File: src/hw/pes_cfg.svh
// Purpose: offsets, field positions and reset values of the pin event status block
// Assumes: byte addresses on the management register port
// Notes: definitions only
`ifndef PES_CFG_SVH
`define PES_CFG_SVH
`define PES_RES_OFS 16'h0524
`define PES_IRQ_OFS 16'h0528
`define PES_TRIG_LSB 16
`define PES_TRIG_MSB 18
`define PES_DONE_LSB 0
`define PES_DONE_MSB 2
`define PES_CAP_LSB 0
`define PES_CAP_MSB 1
`define PES_FLAG_RST 1'b0
`define PES_ENA_RST 1'b0
`endif

File: src/hw/pes_pkg.sv
// Purpose: shared types of the pin event status block
// Assumes: three output units, two capture units
// Notes: none
package pes_pkg;
   typedef logic [15:0] pes_addr_t;
   typedef logic [31:0] pes_word_t;
   typedef logic [2:0] pes_tou_t;
   typedef logic [1:0] pes_cap_t;
endpackage

File: src/hw/pes_flag_if.sv
// Purpose: carrier between a sticky flag bank and its user
// Assumes: one clock domain
// Notes: set and clear are per-bit one-cycle pulses
`timescale 1ns/100ps
interface pes_flag_if #(parameter int W = 3);
   logic [W-1:0] set;
   logic [W-1:0] clr;
   logic [W-1:0] q;
   modport bank (input set, input clr, output q);
   modport user (output set, output clr, input q);
endinterface

File: src/hw/pes_irq_status.sv
// Purpose: done, late-target and interrupt flags of the pin event units
// Assumes: unit event inputs are one-cycle pulses on clk; register port is synchronous
// Notes: read data arrive one cycle after reg_rd, marked by reg_rvalid
`timescale 1ns/100ps
`include "pes_cfg.svh"
module pes_irq_status
   import pes_pkg::*;
(
   // clock and reset
   input wire logic clk,
   input wire logic reset_n,
   // management register port
   input wire logic reg_wr,
   input wire logic reg_rd,
   input wire pes_addr_t reg_addr,
   input wire pes_word_t reg_wdata,
   output pes_word_t reg_rdata,
   output logic reg_rvalid,
   // event output units
   input wire pes_tou_t host_notify_enable,
   input wire pes_tou_t tou_fire,
   input wire pes_tou_t tou_late,
   input wire pes_tou_t tou_en_wr,
   input wire pes_tou_t tou_en_wdata,
   output pes_tou_t event_output_unit_en,
   // input capture units, pin events only
   input wire pes_cap_t capture_irq_enable,
   input wire pes_cap_t cap_event,
   // global pin event interrupt status
   output logic pin_irq
);
   pes_flag_if #(.W(3)) done_f();
   pes_flag_if #(.W(3)) err_f();
   pes_flag_if #(.W(3)) tirq_f();
   pes_flag_if #(.W(2)) cirq_f();

   logic wr_res;
   logic wr_irq;
   pes_tou_t done_set;
   pes_tou_t err_set;
   pes_tou_t en_zero_wr;
   pes_cap_t cap_set;
   pes_tou_t en_q;
   pes_word_t rdata_q;
   logic rvalid_q;

   assign wr_res = reg_wr && (reg_addr == `PES_RES_OFS);
   assign wr_irq = reg_wr && (reg_addr == `PES_IRQ_OFS);

   assign done_set = tou_fire & host_notify_enable;
   assign err_set = tou_late & host_notify_enable;
   assign en_zero_wr = tou_en_wr & ~tou_en_wdata;
   // egress timestamp events have no input here by design
   assign cap_set = cap_event & capture_irq_enable;

   assign done_f.set = done_set;
   assign done_f.clr = wr_res ? reg_wdata[`PES_DONE_MSB:`PES_DONE_LSB] : 3'h0;
   assign err_f.set = err_set;
   assign err_f.clr = en_zero_wr |
      (wr_res ? reg_wdata[`PES_TRIG_MSB:`PES_TRIG_LSB] : 3'h0);
   // both done and late raise the unit interrupt, each already notify-gated
   assign tirq_f.set = done_set | err_set;
   assign tirq_f.clr = wr_irq ? reg_wdata[`PES_TRIG_MSB:`PES_TRIG_LSB] : 3'h0;
   assign cirq_f.set = cap_set;
   assign cirq_f.clr = wr_irq ? reg_wdata[`PES_CAP_MSB:`PES_CAP_LSB] : 2'h0;

   pes_flag_bank #(.W(3)) u_done (.clk(clk), .reset_n(reset_n), .f(done_f));
   pes_flag_bank #(.W(3)) u_err (.clk(clk), .reset_n(reset_n), .f(err_f));
   pes_flag_bank #(.W(3)) u_tirq (.clk(clk), .reset_n(reset_n), .f(tirq_f));
   pes_flag_bank #(.W(2)) u_cirq (.clk(clk), .reset_n(reset_n), .f(cirq_f));

   // enable bits; the unit's own event wins over a same-cycle write of one
   always_ff @(posedge clk or negedge reset_n) begin
      if (!reset_n) begin
         en_q <= {3{`PES_ENA_RST}};
      end else begin
         en_q <= ((en_q & ~tou_en_wr) | (tou_en_wr & tou_en_wdata)) & ~tou_fire;
      end
   end
   assign event_output_unit_en = en_q;

   // read path; unmapped addresses and reserved bits read zero
   always_ff @(posedge clk or negedge reset_n) begin
      if (!reset_n) begin
         rdata_q <= 32'h0;
      end else if (reg_rd) begin
         rdata_q <= 32'h0;
         if (reg_addr == `PES_RES_OFS) begin
            rdata_q[`PES_TRIG_MSB:`PES_TRIG_LSB] <= err_f.q;
            rdata_q[`PES_DONE_MSB:`PES_DONE_LSB] <= done_f.q;
         end else if (reg_addr == `PES_IRQ_OFS) begin
            rdata_q[`PES_TRIG_MSB:`PES_TRIG_LSB] <= tirq_f.q;
            rdata_q[`PES_CAP_MSB:`PES_CAP_LSB] <= cirq_f.q;
         end
      end
   end

   always_ff @(posedge clk or negedge reset_n) begin
      if (!reset_n) begin
         rvalid_q <= 1'b0;
      end else begin
         rvalid_q <= reg_rd;
      end
   end
   assign reg_rdata = rdata_q;
   assign reg_rvalid = rvalid_q;

   // combinational from flag flops, so it follows the flags with no lag
   assign pin_irq = |{tirq_f.q, cirq_f.q};
endmodule

File: src/hw/pes_flag_bank.sv
// Purpose: bank of sticky flags, set by hardware, cleared by software
// Assumes: set and clr come from logic on clk
// Notes: a set in the same cycle as a clear wins, so no event is lost
`timescale 1ns/100ps
`include "pes_cfg.svh"
module pes_flag_bank
   import pes_pkg::*;
#(
   parameter int W = 3
) (
   // clock and reset
   input wire logic clk,
   input wire logic reset_n,
   // flags
   pes_flag_if.bank f
);
   for (genvar i = 0; i < W; i++) begin : g_bit
      logic flag_q;
      logic flag_d;
      always_comb begin
         flag_d = f.set[i] | (flag_q & ~f.clr[i]);
      end
      always_ff @(posedge clk or negedge reset_n) begin
         if (!reset_n) begin
            flag_q <= `PES_FLAG_RST;
         end else begin
            flag_q <= flag_d;
         end
      end
      assign f.q[i] = flag_q;
   end
endmodule

File: config.mk
export PLATFORM = sky130hd
export DESIGN_NAME = pes_irq_status
export DESIGN_NICKNAME = d
export VERILOG_FILES = /design/src/hw/pes_pkg.sv /design/src/hw/pes_flag_if.sv /design/src/hw/pes_irq_status.sv /design/src/hw/pes_flag_bank.sv
export VERILOG_INCLUDE_DIRS = /design/src /design/src/hw
export SDC_FILE = /design/constraint.sdc
export NUM_CORES = 1
export LEC_CHECK = 0
export BUFFER_PORTS_ARGS = -buffer_cell sky130_fd_sc_hd__buf_2
export CORE_MARGIN = 2
export CORE_UTILIZATION = 29
export CTS_CLUSTER_SIZE = 12
export DETAILED_ROUTE_END_ITERATION = 8
export GPL_TIMING_DRIVEN = 0
export PLACE_DENSITY = 0.72
export SETUP_SLACK_MARGIN = 0.2
export SLEW_MARGIN = 30
export SYNTH_ARGS = -nofsm -noshare
export SYNTH_HDL_FRONTEND = slang
export SYNTH_HIERARCHICAL = 1
export SYNTH_SLANG_ARGS = --single-unit
File: constraint.sdc
create_clock -name clk -period 1.1 [get_ports clk]
set_input_delay 0.22 -clock clk [delete_from_list [all_inputs] [get_ports clk]]
set_output_delay 0.22 -clock clk [all_outputs]
set_load 0.05 [all_outputs]
==> results.sh <==
export IMPL_antenna_left=0
export IMPL_routed_via_density=4.11
export IMPL_core_area_mm2=0.00466
export IMPL_drc=0
export IMPL_crit_path_max_fanout=2
export IMPL_die_w_um=73.3
export IMPL_rsz0062_at_grt="true"
export IMPL_grt_pass1_wl_um=5320
export IMPL_start_util_pct=29.9
export IMPL_htreeDepth=1
export IMPL_cts_tree="built"
export IMPL_finalWeightedCongestion=0.669
export IMPL_yosys_register_bits=21
export IMPL_dp_hpwl_um=2430
export IMPL_grt_usage_pct=13.1
export IMPL_status="finished with violations"
export IMPL_pre_cts_ws_ns=-0.607
export IMPL_grt_max_degree=22
export IMPL_grt_pass1_vias=1168
export IMPL_cts_root_buf="clkbuf_8"
export IMPL_placementRows=25
export IMPL_clk_latency_ns=0.26
export IMPL_hold_class="in2reg"
export IMPL_relSlewSlack_pct=57.3
export IMPL_tightest_slew_ns=0.640
export IMPL_crit_path_start_kind="flip-flop"
export IMPL_nFillCells=449
export IMPL_wl_um=3340
export IMPL_final_nets=324
export IMPL_setup_viol=15
export IMPL_cts_sink_count=21
export IMPL_arrival_ns=1.20
export IMPL_post_route_period_util_pct=129
export IMPL_cts_buffers=3
export IMPL_clk_pin_slew_worst_paths_ns=0.08
export IMPL_firstDrtPassIters=4
export IMPL_finalCriticalPeriod_ns=1.42
export IMPL_post_synth_cell_area_avg_um2=9.28
export IMPL_max_freq_mhz=704
export IMPL_crit_type="reg2out"
export IMPL_syn_to_final_growth_pct=64.0
export IMPL_powerDensity_mw_per_mm2=838
export IMPL_antenna_found_initial=0
export IMPL_seqCellArea_um2=526
export IMPL_die_area_mm2=0.00537
export IMPL_overflow=0
export IMPL_worst_ir_drop_vdd_mv=0.537
export IMPL_layout_drive_gt1_share_pct=55.2
export IMPL_io_buffers=55
export IMPL_skew_ns=0.00618
export IMPL_die_height_um=73.3
export IMPL_num_antenna_cells=0
export IMPL_netlist_area_mm2=0.00139
export IMPL_utilization_pct=49.0
export IMPL_drt_initial_drc_count=15
export IMPL_worstPathRequired_ns=0.88
export IMPL_netlist_instances=150
export IMPL_fin_ws_ns=-0.321
export IMPL_hold_viol=0
export IMPL_yosys_cell_types_count=23
export IMPL_power_leakage_nw=1.17
export IMPL_yosysWarnings=6
export IMPL_report_final_slew_viol_count=0
export IMPL_vias=1258
export IMPL_end_kind="output port"
export IMPL_multiInputGateArea_um2=768
export IMPL_failed_checks="setup timing"
export IMPL_cap_viol_max_count=0
export IMPL_cts_max_path_buffers=2
export IMPL_ys_seq_area_share_pct=37.8
export IMPL_wl_per_cell_um=10.9
export IMPL_ios=108
area by class of cell:
| cell class | instances | area share, % |
|---|---|---|
| Sequential cell | 21 | 23.0 |
| Timing Repair Buffer | 72 | 23.2 |
| Inverter | 15 | 2.47 |
| Clock buffer | 4 | 1.97 |
| Buffer | 38 | 12.7 |
| Tap cell | 54 | 2.96 |
| Multi-Input combinational cell | 102 | 33.7 |
per-stage QoR:
stage	TNS [ns]	std cells	power, W	hold WS (ns)	instance area, um2
floorplan	-1.69	175	0.00122	-0.0756	1510
global placement	-6.86	284	0.00136	0.210	1850
detailed placement	-6.84	284	0.00136	0.214	1850
CTS	-1.03	301	0.00193	0.0853	2180
global route	-2.15	306	0.00203	0.0839	2280
finish	-0.879	306	0.00191	0.102	2280
cell usage in the layout (no fill, tap or decap), drive strengths merged, types with 6 or more instances in the layout:
cell | Yosys | final
nand2 | 13 | 13
conb | 1 | 26
and2 | 8 | 8
inv | 15 | 15
nor3 | 6 | 6
dfrtp | 21 | 21
a21o | 11 | 11
nor2 | 8 | 8
buf | 37 | 108
synthesized netlist by cell type (all sizes together):
cell / number / share of area, %
nor4b: 4 / 5.8
inv: 15 / 4.0
nand4: 2 / 2.0
o31ai: 5 / 3.1
nor2b: 2 / 0.90
conb: 1 / 0.27
nand2b: 1 / 0.45
o22ai: 3 / 1.3
clkbuf: 1 / 0.27
and2: 8 / 3.6
nor2: 8 / 2.2
buf: 37 / 20
o2bb2ai: 1 / 0.63
dfrtp: 21 / 38
mux2i: 3 / 2.2
nor3: 6 / 2.2
or2: 3 / 1.3
a22oi: 5 / 2.7
a21o: 11 / 5.9
nand2: 13 / 3.5
power by group:
part | internal (W) | switching (W)
Sequential | 0.000792 | 0.0000128
Combinational | 0.000227 | 0.000372
Clock | 0.000258 | 0.000251
routing by layer:
| layer | vias up | GRT usage [%] | routed length, um |
|---|---|---|---|
| li1 | 642 | - | - |
| met1 | 555 | 15.8 | 1330 |
| met2 | 59 | 22.6 | 1680 |
| met3 | 2 | 3.02 | 310 |
| met4 | 0 | 4.94 | 21 |
| met5 | - | 0 | 0 |
cells by family (layout without fill, tap and decap cells):
logic type | after synthesis | count (layout) | share of synthesized area, %
other | 1 | 26 | 0.270
buffers and inverters | 53 | 129 | 24.3
and+or+nand+nor | 47 | 48 | 21.9
AOI/OAI and AO/OA | 25 | 25 | 13.7
DFF | 21 | 21 | 37.8
muxes | 3 | 3 | 2.16
critical path: stages, from the launching register on:
cell,delay (ns)
dfrtp_1,0.39
buf_6,0.13
nor3_4,0.21
nand2_4,0.06
buf_8,0.15
registers in the layout, indices dropped and copies added, names as in the netlist:
signal and flops:
u_err/g_bit.flag_q 3, reg_rdata 6, event_output_unit_en 3, u_done/g_bit.flag_q 3, u_cirq/g_bit.flag_q 2, reg_rvalid 1, u_tirq/g_bit.flag_q 3
worst paths after layout:
kind,from,end,slack [ns],cells past startpoint
max in group asynchronous,reset_n,event_output_unit_en[1]$_DFF_PN0_,0.31,2
worst max register to register,u_tirq/g_bit[0].flag_q$_DFF_PN0_,reg_rdata[16]$_DFFE_PN0P_,0.04,3
worst min register to register,u_done/g_bit[2].flag_q$_DFF_PN0_,u_done/g_bit[2].flag_q$_DFF_PN0_,0.48,1
min in group asynchronous,reset_n,u_cirq/g_bit[0].flag_q$_DFF_PN0_,0.45,2
worst min-delay path,reg_rd,reg_rvalid$_DFF_PN0_,0.10,1
worst max-delay path,u_cirq/g_bit[0].flag_q$_DFF_PN0_,pin_irq,-0.32,4
repair_timing:
action / in CTS / in global routing
buffers inserted: 11 / 5
resized for setup: 44 / 12
gates cloned: 1 / 0
setup endpoints to repair: 28 / 28
pin swaps: 20 / 11
hold buffers: 1 / 0
endpoints found under the hold margin: 21 / 0
No activity file was read; power rests on OpenSTA's default activity.
